$ cat src/pkg/swr_pkg.sv
package swr_pkg;

    // ==========================================================
    // Timing
    localparam int          CLK_FREQ_MHZ     = 250;
    localparam int          TICK_US          = 1;
    localparam int          TICK_CYCLES      = CLK_FREQ_MHZ * TICK_US;
    localparam int          US_W             = 12;
    localparam logic [11:0] RST_DETECT_US    = 12'h078;
    localparam logic [11:0] PRES_WAIT_US     = 12'h01E;
    localparam logic [11:0] PRES_LOW_US      = 12'h078;
    localparam logic [11:0] INT_PULSE_US_DEF = 12'h5DC;
    localparam logic [11:0] WRITE_SAMPLE_US  = 12'h01E;
    localparam logic [11:0] READ_HOLD_US     = 12'h01E;
    localparam logic [11:0] US_SAT           = 12'hFFF;

    // ==========================================================
    // Identity commands
    localparam logic [7:0]  CMD_READ_ID      = 8'h33;
    localparam logic [7:0]  CMD_MATCH_ID     = 8'h55;
    localparam logic [7:0]  CMD_SKIP_ID      = 8'hCC;
    localparam logic [7:0]  CMD_SEARCH       = 8'hF0;
    localparam logic [7:0]  CMD_ALARM_SEARCH = 8'hEC;
    localparam logic [5:0]  ID_LAST_BIT      = 6'h3F;

    // ==========================================================
    // Alarm flags
    localparam int          NUM_ALARMS       = 3;
    localparam logic [11:0] STATUS_ADDR      = 12'h200;
    localparam logic [7:0]  ALARM_FLAGS_RST  = 8'h00;

    typedef enum logic [3:0] {
        ST_IDLE      = 4'h0,
        ST_RST_LOW   = 4'h1,
        ST_PD_WAIT   = 4'h2,
        ST_PD_LOW    = 4'h3,
        ST_INT_PULSE = 4'h4,
        ST_ROM_CMD   = 4'h5,
        ST_ROM_READ  = 4'h6,
        ST_ROM_MATCH = 4'h7,
        ST_SEARCH    = 4'h8,
        ST_FUNC      = 4'h9
    } swr_state_type;

endpackage

$ cat src/verilog/swr_slave.sv
`timescale 1ns/1ps
module swr_slave import swr_pkg::*; #(
    parameter logic [63:0] ROM_ID       = 64'h5A00_0000_0000_0001,
    parameter int          TICK_DIV     = TICK_CYCLES,
    parameter logic [11:0] INT_PULSE_US = INT_PULSE_US_DEF
) (
    // Clock and reset
    input  wire logic                  clk_sys,
    input  wire logic                  rst_n,
    // Open-drain bus line
    input  wire logic                  line_in,
    output logic                       line_out,
    output logic                       line_oe_n,
    // Alarm sources
    input  wire logic [NUM_ALARMS-1:0] alarm_event,
    input  wire logic [NUM_ALARMS-1:0] int_enable,
    // Status byte read
    input  wire logic                  status_rd,
    input  wire logic [11:0]           status_rd_addr,
    output logic [7:0]                 alarm_flag_status,
    // Function layer
    output logic                       func_active,
    output logic                       int_pending
);
    // The ROM_ID default is arbitrary.

    // ==========================================================
    // Reset release and line sampling
    logic                  rst_s0_q, rst_s1_q, rst_sync_n;
    logic                  line_s, line_prev_q, fall, tick;
    logic [11:0]           low_us_q, st_us_q, slot_us_q;
    swr_state_type         state_q, state_d;
    logic [5:0]            bit_idx_q;
    logic [1:0]            step_q;
    logic [7:0]            cmd_q, cmd_byte;
    logic                  slot_act_q, slot_evt, rd0_q, rd0_d, line_oe_n_q;
    logic [NUM_ALARMS-1:0] flags_q, flags_d;
    logic                  flag_clr, int_cond, int_new, signalled_q, armed_q, self_q, post_int_q;
    logic                  rst_det, bit_state, tx_now, tx_bit, rom_bit, cmd_done;
    logic                  func_active_q, int_pending_q;

    always_ff @(posedge clk_sys or negedge rst_n) begin
        if (!rst_n) begin
            rst_s0_q <= 1'b0;
            rst_s1_q <= 1'b0;
        end else begin
            rst_s0_q <= 1'b1;
            rst_s1_q <= rst_s0_q;
        end
    end
    assign rst_sync_n = rst_s1_q;

    swr_sync #(.RESET_VAL(1'b1)) u_line_sync (
        .clk_sys (clk_sys),
        .rst_n   (rst_sync_n),
        .d       (line_in),
        .q       (line_s)
    );

    swr_us_tick #(.DIV(TICK_DIV)) u_tick (
        .clk_sys (clk_sys),
        .rst_n   (rst_sync_n),
        .tick    (tick)
    );

    assign fall = line_prev_q & ~line_s;

    always_ff @(posedge clk_sys or negedge rst_sync_n) begin
        if (!rst_sync_n) begin
            line_prev_q <= 1'b1;
            low_us_q    <= '0;
        end else begin
            line_prev_q <= line_s;
            if (line_s) begin
                low_us_q <= '0;
            end else if (tick && low_us_q != US_SAT) begin
                low_us_q <= low_us_q + 12'h001;
            end
        end
    end

    // Long low not of our own making
    assign rst_det = tick && !line_s && line_oe_n_q && low_us_q == RST_DETECT_US &&
                     state_q != ST_RST_LOW && state_q != ST_INT_PULSE;

    // ==========================================================
    // Alarm flags and interrupt condition
    assign flag_clr = status_rd && status_rd_addr == STATUS_ADDR;
    assign flags_d  = (flags_q & ~{NUM_ALARMS{flag_clr}}) | alarm_event;
    assign int_cond = |(flags_q & int_enable);
    assign int_new  = int_cond && !signalled_q;

    always_ff @(posedge clk_sys or negedge rst_sync_n) begin
        if (!rst_sync_n) begin
            flags_q       <= ALARM_FLAGS_RST[NUM_ALARMS-1:0];
            int_pending_q <= 1'b0;
        end else begin
            flags_q       <= flags_d;
            int_pending_q <= |(flags_d & int_enable);
        end
    end

    always_ff @(posedge clk_sys or negedge rst_sync_n) begin
        if (!rst_sync_n) begin
            signalled_q <= 1'b0;
        end else if (!int_cond) begin
            signalled_q <= 1'b0;
        end else if (state_d == ST_INT_PULSE && state_q != ST_INT_PULSE) begin
            signalled_q <= 1'b1;
        end
    end

    always_ff @(posedge clk_sys or negedge rst_sync_n) begin
        if (!rst_sync_n) begin
            armed_q <= 1'b0;
        end else if (fall) begin
            armed_q <= 1'b0;
        end else if (state_q == ST_PD_LOW && state_d == ST_ROM_CMD) begin
            armed_q <= 1'b1;
        end
    end

    always_ff @(posedge clk_sys or negedge rst_sync_n) begin
        if (!rst_sync_n) begin
            self_q     <= 1'b0;
            post_int_q <= 1'b0;
        end else begin
            if (state_d == ST_FUNC) begin
                self_q <= 1'b1;
            end else if (state_q != ST_IDLE && state_d == ST_IDLE) begin
                self_q <= 1'b0;
            end
            if (rst_det) begin
                post_int_q <= 1'b0;
            end else if (state_q == ST_INT_PULSE && state_d != ST_INT_PULSE) begin
                post_int_q <= 1'b1;
            end
        end
    end

    // ==========================================================
    // Bit slots
    assign bit_state = state_q == ST_ROM_CMD || state_q == ST_ROM_READ ||
                       state_q == ST_ROM_MATCH || state_q == ST_SEARCH;
    assign rom_bit   = ROM_ID[bit_idx_q];
    assign tx_now    = state_q == ST_ROM_READ || (state_q == ST_SEARCH && step_q != 2'h2);
    assign tx_bit    = (state_q == ST_SEARCH && step_q == 2'h1) ? ~rom_bit : rom_bit;
    assign slot_evt  = slot_act_q && tick && slot_us_q == WRITE_SAMPLE_US;
    assign cmd_byte  = {line_s, cmd_q[7:1]};
    assign cmd_done  = state_q == ST_ROM_CMD && slot_evt && bit_idx_q[2:0] == 3'h7;

    always_ff @(posedge clk_sys or negedge rst_sync_n) begin
        if (!rst_sync_n) begin
            slot_act_q <= 1'b0;
            slot_us_q  <= '0;
        end else if (fall && bit_state) begin
            slot_act_q <= 1'b1;
            slot_us_q  <= '0;
        end else if (slot_evt || !bit_state) begin
            slot_act_q <= 1'b0;
        end else if (tick && slot_act_q) begin
            slot_us_q <= slot_us_q + 12'h001;
        end
    end

    always_comb begin
        rd0_d = rd0_q;
        if (fall && bit_state && tx_now && !tx_bit) begin
            rd0_d = 1'b1;
        end else if (!bit_state || (tick && slot_us_q == READ_HOLD_US)) begin
            rd0_d = 1'b0;
        end
    end

    always_ff @(posedge clk_sys or negedge rst_sync_n) begin
        if (!rst_sync_n) begin
            bit_idx_q <= '0;
            step_q    <= '0;
            cmd_q     <= '0;
        end else if (state_q != state_d) begin
            bit_idx_q <= '0;
            step_q    <= '0;
        end else if (slot_evt) begin
            if (state_q == ST_ROM_CMD) begin
                cmd_q     <= cmd_byte;
                bit_idx_q <= bit_idx_q + 6'h01;
            end else if (state_q == ST_SEARCH && step_q != 2'h2) begin
                step_q <= step_q + 2'h1;
            end else begin
                step_q    <= '0;
                bit_idx_q <= bit_idx_q + 6'h01;
            end
        end
    end

    // ==========================================================
    // Main sequencer
    always_comb begin
        state_d = state_q;
        if (rst_det) begin
            state_d = (int_cond && !self_q) ? ST_INT_PULSE : ST_RST_LOW;
        end else begin
            unique case (state_q)
                ST_IDLE: begin
                    if (armed_q && line_s && int_new) state_d = ST_INT_PULSE;
                end
                ST_RST_LOW: begin
                    if (int_new) begin
                        state_d = ST_INT_PULSE;
                    end else if (line_s && line_oe_n_q) begin
                        state_d = ST_PD_WAIT;
                    end
                end
                ST_PD_WAIT: begin
                    if (tick && st_us_q == PRES_WAIT_US) state_d = ST_PD_LOW;
                end
                ST_PD_LOW: begin
                    if (tick && st_us_q == PRES_LOW_US) begin
                        if (int_cond && !post_int_q && (!signalled_q || self_q)) begin
                            state_d = ST_INT_PULSE;
                        end else begin
                            state_d = ST_ROM_CMD;
                        end
                    end
                end
                ST_INT_PULSE: begin
                    if (tick && st_us_q == INT_PULSE_US) state_d = ST_RST_LOW;
                end
                ST_ROM_CMD: begin
                    if (armed_q && line_s && int_new) begin
                        state_d = ST_INT_PULSE;
                    end else if (cmd_done) begin
                        unique case (cmd_byte)
                            CMD_READ_ID:      state_d = ST_ROM_READ;
                            CMD_MATCH_ID:     state_d = ST_ROM_MATCH;
                            CMD_SKIP_ID:      state_d = ST_FUNC;
                            CMD_SEARCH:       state_d = ST_SEARCH;
                            CMD_ALARM_SEARCH: state_d = int_cond ? ST_SEARCH : ST_IDLE;
                            default:          state_d = ST_IDLE;
                        endcase
                    end
                end
                ST_ROM_READ: begin
                    if (slot_evt && bit_idx_q == ID_LAST_BIT) state_d = ST_FUNC;
                end
                ST_ROM_MATCH: begin
                    if (slot_evt) begin
                        if (line_s != rom_bit) begin
                            state_d = ST_IDLE;
                        end else if (bit_idx_q == ID_LAST_BIT) begin
                            state_d = ST_FUNC;
                        end
                    end
                end
                ST_SEARCH: begin
                    if (slot_evt && step_q == 2'h2) begin
                        if (line_s != rom_bit) begin
                            state_d = ST_IDLE;
                        end else if (bit_idx_q == ID_LAST_BIT) begin
                            state_d = ST_FUNC;
                        end
                    end
                end
                ST_FUNC: state_d = ST_FUNC;
                default: state_d = ST_IDLE;
            endcase
        end
    end

    always_ff @(posedge clk_sys or negedge rst_sync_n) begin
        if (!rst_sync_n) begin
            state_q <= ST_PD_WAIT;
            st_us_q <= '0;
        end else begin
            state_q <= state_d;
            if (state_q != state_d) begin
                st_us_q <= '0;
            end else if (tick && st_us_q != US_SAT) begin
                st_us_q <= st_us_q + 12'h001;
            end
        end
    end

    // ==========================================================
    // Line drive and outputs
    always_ff @(posedge clk_sys or negedge rst_sync_n) begin
        if (!rst_sync_n) begin
            rd0_q         <= 1'b0;
            line_oe_n_q   <= 1'b1;
            func_active_q <= 1'b0;
        end else begin
            rd0_q         <= rd0_d;
            line_oe_n_q   <= ~(state_d == ST_INT_PULSE || state_d == ST_PD_LOW || rd0_d);
            func_active_q <= state_d == ST_FUNC;
        end
    end

    assign line_out          = 1'b0;
    assign line_oe_n         = line_oe_n_q;
    assign func_active       = func_active_q;
    assign int_pending       = int_pending_q;
    assign alarm_flag_status = {{(8 - NUM_ALARMS){1'b0}}, flags_q};
endmodule

$ cat src/verilog/swr_sync.sv
`timescale 1ns/1ps
module swr_sync #(
    parameter logic RESET_VAL = 1'b1
) (
    // Clock and reset
    input  wire logic clk_sys,
    input  wire logic rst_n,
    // Level in and out
    input  wire logic d,
    output logic      q
);
    logic meta_q;
    logic q_q;

    always_ff @(posedge clk_sys or negedge rst_n) begin
        if (!rst_n) begin
            meta_q <= RESET_VAL;
            q_q    <= RESET_VAL;
        end else begin
            meta_q <= d;
            q_q    <= meta_q;
        end
    end

    assign q = q_q;
endmodule

$ cat src/verilog/swr_us_tick.sv
`timescale 1ns/1ps
module swr_us_tick #(
    parameter int DIV = 250
) (
    // Clock and reset
    input  wire logic clk_sys,
    input  wire logic rst_n,
    // One-cycle enable each microsecond
    output logic      tick
);
    localparam int CW = $clog2(DIV);

    logic [CW-1:0] cnt_q;
    logic          tick_q;

    always_ff @(posedge clk_sys or negedge rst_n) begin
        if (!rst_n) begin
            cnt_q  <= '0;
            tick_q <= 1'b0;
        end else if (cnt_q == CW'(DIV - 1)) begin
            cnt_q  <= '0;
            tick_q <= 1'b1;
        end else begin
            cnt_q  <= cnt_q + CW'(1);
            tick_q <= 1'b0;
        end
    end

    assign tick = tick_q;
endmodule

$ cat config.mk
export PLATFORM = sky130hd
export DESIGN_NAME = swr_slave
export DESIGN_NICKNAME = d
export VERILOG_FILES = /design/src/pkg/swr_pkg.sv /design/src/verilog/swr_slave.sv /design/src/verilog/swr_sync.sv /design/src/verilog/swr_us_tick.sv
export SDC_FILE = /design/constraint.sdc
export NUM_CORES = 1
export LEC_CHECK = 0
export BUFFER_PORTS_ARGS = -buffer_cell sky130_fd_sc_hd__buf_4
export CAP_MARGIN = 20
export CELL_PAD_IN_SITES_DETAIL_PLACEMENT = 1
export CELL_PAD_IN_SITES_GLOBAL_PLACEMENT = 2
export CORE_ASPECT_RATIO = 1.2
export CORE_UTILIZATION = 38
export DETAILED_ROUTE_END_ITERATION = 10
export PLACE_DENSITY = 0.78
export SLEW_MARGIN = 20
export SYNTH_ARGS = -nofsm -noshare
export SYNTH_HDL_FRONTEND = slang
export SYNTH_HIERARCHICAL = 1
export SYNTH_SLANG_ARGS = --single-unit
$ cat constraint.sdc
create_clock -name clk_sys -period 3.1 [get_ports clk_sys]
set_input_delay 0.31 -clock clk_sys [delete_from_list [all_inputs] [get_ports clk_sys]]
set_output_delay 0.31 -clock clk_sys [all_outputs]
set_load 0.1 [all_outputs]
==> run summary <==
CTS tree: yes
final hold violations: 0
DP Worst Slack: -0.1322 ns
worst vdd ir: 0.2480 mV
setup TNS: 0 ns
Post-Layout Inst Area: 0.005927 mm²
PD cells: 404.5 mW/mm²
Fin Hold WS: 0.07551 ns
Cell Count, Final, Fillers Out: 746
Synth Cell Area: 0.004661 mm²
CP arrival: 3.37 ns
worst path required time: 3.37 ns
die width: 103.1 µm
GRT Overall Usage: 0.2080
grt ovf: 0
Layout area overhead: 27.17%
initial antenna violation count: 0
Worst Slack Setup Final: 0.001675 ns
Worst-Margin Slew: 0.5483 ns
largest net degree at the start of global routing: 80
Setup violations, final: 0
Clock H-tree levels: 3
WL per Instance: 16.76 µm
maximum buffer depth of the clock tree: 2
outcome: completed
Site Rows: 43
Slew Viols, Final: 0
first drt pass iteration count: 4
Pleak: 2.531 nW
Reg power frac: 0.448
Post-Route WL: 12510 µm
Final period util: 0.9995
Achievable Freq: 322.8 MHz
slew margin rel.: 0.6293
starting density of the core: 0.3974
RSZ-0062 raised after global routing: true
Post-synth EDFFs: 0
residual DRC count: 0
#FFs+latches synth: 81
Ports: 34
Comb pwr share: 0.038
vias per inst: 5.381
CP Max Fanout: 5
setup slack, reg-to-reg: 0.002 ns
Total Power: 2.397 mW
placed cells: 719
clk root buf: clkbuf_16
Clock power frac: 0.514
first-pass GRT wire length: 20150 µm
dpl hpwl: 9040 µm
critical path capture point type: flop
sequential fraction of the synthesis area: 0.4362
Vert. Die Dim: 123.3 µm
Max Clock Skew: 0.007670 ns
Final GP Congestion: 0.7996
port buffer count: 27
Switching Share: 0.2063
vias: 4014
layout cell share with drive strength beyond 1: 0.2428
total CTS buffers: 9
Switch Pwr: 494.5 µW
Max Cap Viol: 0
DRT iter0 DRCs: 134
vias in the first global route: 4195
Main synth FF type: dfrtp_1
synth warn: 6
Post-Synthesis Cells: 502
DIE AREA: 0.01271 mm²
Clock Latency Late Sink: 0.34 ns
CORE AREA: 0.01173 mm²
P_int: 1.903 mW
Netlist cell types: 64
synthesized area per cell: 9.284 µm²
post-layout util: 0.5053
min Tclk post-route: 3.098 ns
diode count: 0
Filler Cells Inserted: 1384
min-delay worst type: in -> reg
Final #Nets: 620
Startpoint Class: flop
dpl cell area: 0.005354 mm²
FFs w/ async S/R, synth: 1.000
Clock transition at path regs: 0.06 ns
TritonCTS sink count: 81
Post-DRT Antenna Nets: 0
CP Class: reg -> reg
[sequential cells by signal, indices dropped and copies added (netlist names), 2 cells and up]
register,flops
cmd_q,7
st_us_q,12
flags_q,3
low_us_q,12
slot_us_q,12
state_q,4
step_q,2
u_tick/cnt_q,8
bit_idx_q,6
[critical path: stages (launching register included)]
cell	delay (ns)
dfrtp_1	0.37
or4_4	0.58
or4_4	0.53
o31ai_4	0.23
a311oi_2	0.09
a32o_2	0.27
nor4_4	0.33
o211ai_1	0.14
buf_4	0.19
clkbuf_16	0.17
nor2_1	0.12
[cell usage in the layout (no fill, tap or decap), types with 3 or more instances in the layout]
cell,synthesis,routed
mux2_2,7,6
dfrtp_1,76,75
nand2_1,29,29
a21oi_1,21,21
o211ai_1,5,5
dfstp_2,5,5
clkbuf_16,0,10
nand2b_1,4,4
nand4_1,18,18
xnor2_1,18,18
nand3_1,28,28
nor2b_1,5,4
nor2_2,1,5
and3_1,9,9
nor4bb_1,8,8
or3_1,7,7
ha_1,14,13
conb_1,2,7
o21a_1,3,3
xor2_1,20,20
inv_1,22,21
buf_4,6,82
nor4_1,6,4
nor2_4,0,4
nor2_1,75,67
o21ai_0,23,20
nand3b_1,5,5
nor3_1,8,8
a21o_1,5,5
bufinv_16,0,3
and2_1,6,6
nor4b_1,6,6
[cell type report]
class	count	area, µm²	share of cell area
Timing Repair Buffer	87	700.7	0.1182
Clock buffer	12	246.5	0.04159
Multi-Input combinational cell	383	2565	0.4328
Tap cell	157	196.4	0.03314
Sequential cell	81	2037	0.3437
Clock inverter	4	98.84	0.01668
Inverter	22	82.58	0.01393
[cell families (layout without fill, tap and decap cells)]
logic type | count (synthesis) | count (layout) | synth area share
mux | 10 | 10 | 0.02336
fa+ha+maj | 14 | 14 | 0.03758
flops | 81 | 81 | 0.4362
other cells | 2 | 7 | 0.001611
simple gates | 234 | 234 | 0.2741
buf+inv | 43 | 125 | 0.04107
compound gates | 80 | 80 | 0.1146
xor+xnor | 38 | 38 | 0.07141
[power by group through the flow]
stage                     registers [mW]  logic [mW]  clock network [mW]
after floorplan                     1.10      0.0475                   0
after global placement              1.11      0.0708                   0
after detailed placement            1.11      0.0717                   0
after CTS                           1.09      0.0730                1.27
after global routing                1.07      0.0973                1.30
final                               1.07      0.0906                1.23
[routing by layer]
| metal | track usage | wire [µm] |
|---|---|---|
| met4 | 0.06778 | 165 |
| met1 | 0.2545 | 5424 |
| met3 | 0.04014 | 338 |
| met2 | 0.3646 | 6578 |
| met5 | 0 | 0 |
[Yosys cell counts (7+ instances only)]
master    instances  area [µm²]
xor2_1           20       175.2
o21ai_0          23       115.1
a21oi_1          21       105.1
nor4bb_1          8       80.08
xnor2_1          18       157.7
nand4_1          18       112.6
nand3_1          28       140.1
inv_1            22       82.58
and3_1            9       56.30
nor2_1           75       281.5
or3_1             7       43.79
mux2_2            7       78.83
clkbuf_1         14       52.55
nand2_1          29       108.9
ha_1             14       175.2
dfrtp_1          76        1902
nor3_1            8       40.04
[repair_timing]
action,4_1_cts,5_1_grt
pin swaps,2,15
endpoints found under the setup margin,27,31
setup buffers,1,6
endpoints found under the hold margin,2,0
gates cloned,0,2
hold buffers,1,0
gates resized for setup,3,28
[path summary, 6_finish.rpt]
kind | startpoint | cells past startpoint | end
max reg2reg | slot_us_q[8]$_DFFE_PN0P_ | 10 | bit_idx_q[0]$_DFFE_PN0P_
max | slot_us_q[8]$_DFFE_PN0P_ | 10 | bit_idx_q[0]$_DFFE_PN0P_
max in group asynchronous | rst_s1_q$_DFF_PN0_ | 1 | u_line_sync/meta_q$_DFF_PN1_
min in group asynchronous | rst_s1_q$_DFF_PN0_ | 0 | st_us_q[7]$_DFFE_PN0P_
min | line_in | 1 | u_line_sync/meta_q$_DFF_PN1_
min reg2reg | rst_s1_q$_DFF_PN0_ | 0 | st_us_q[7]$_DFFE_PN0P_
Note: power is estimated with default switching activity, not from simulation.
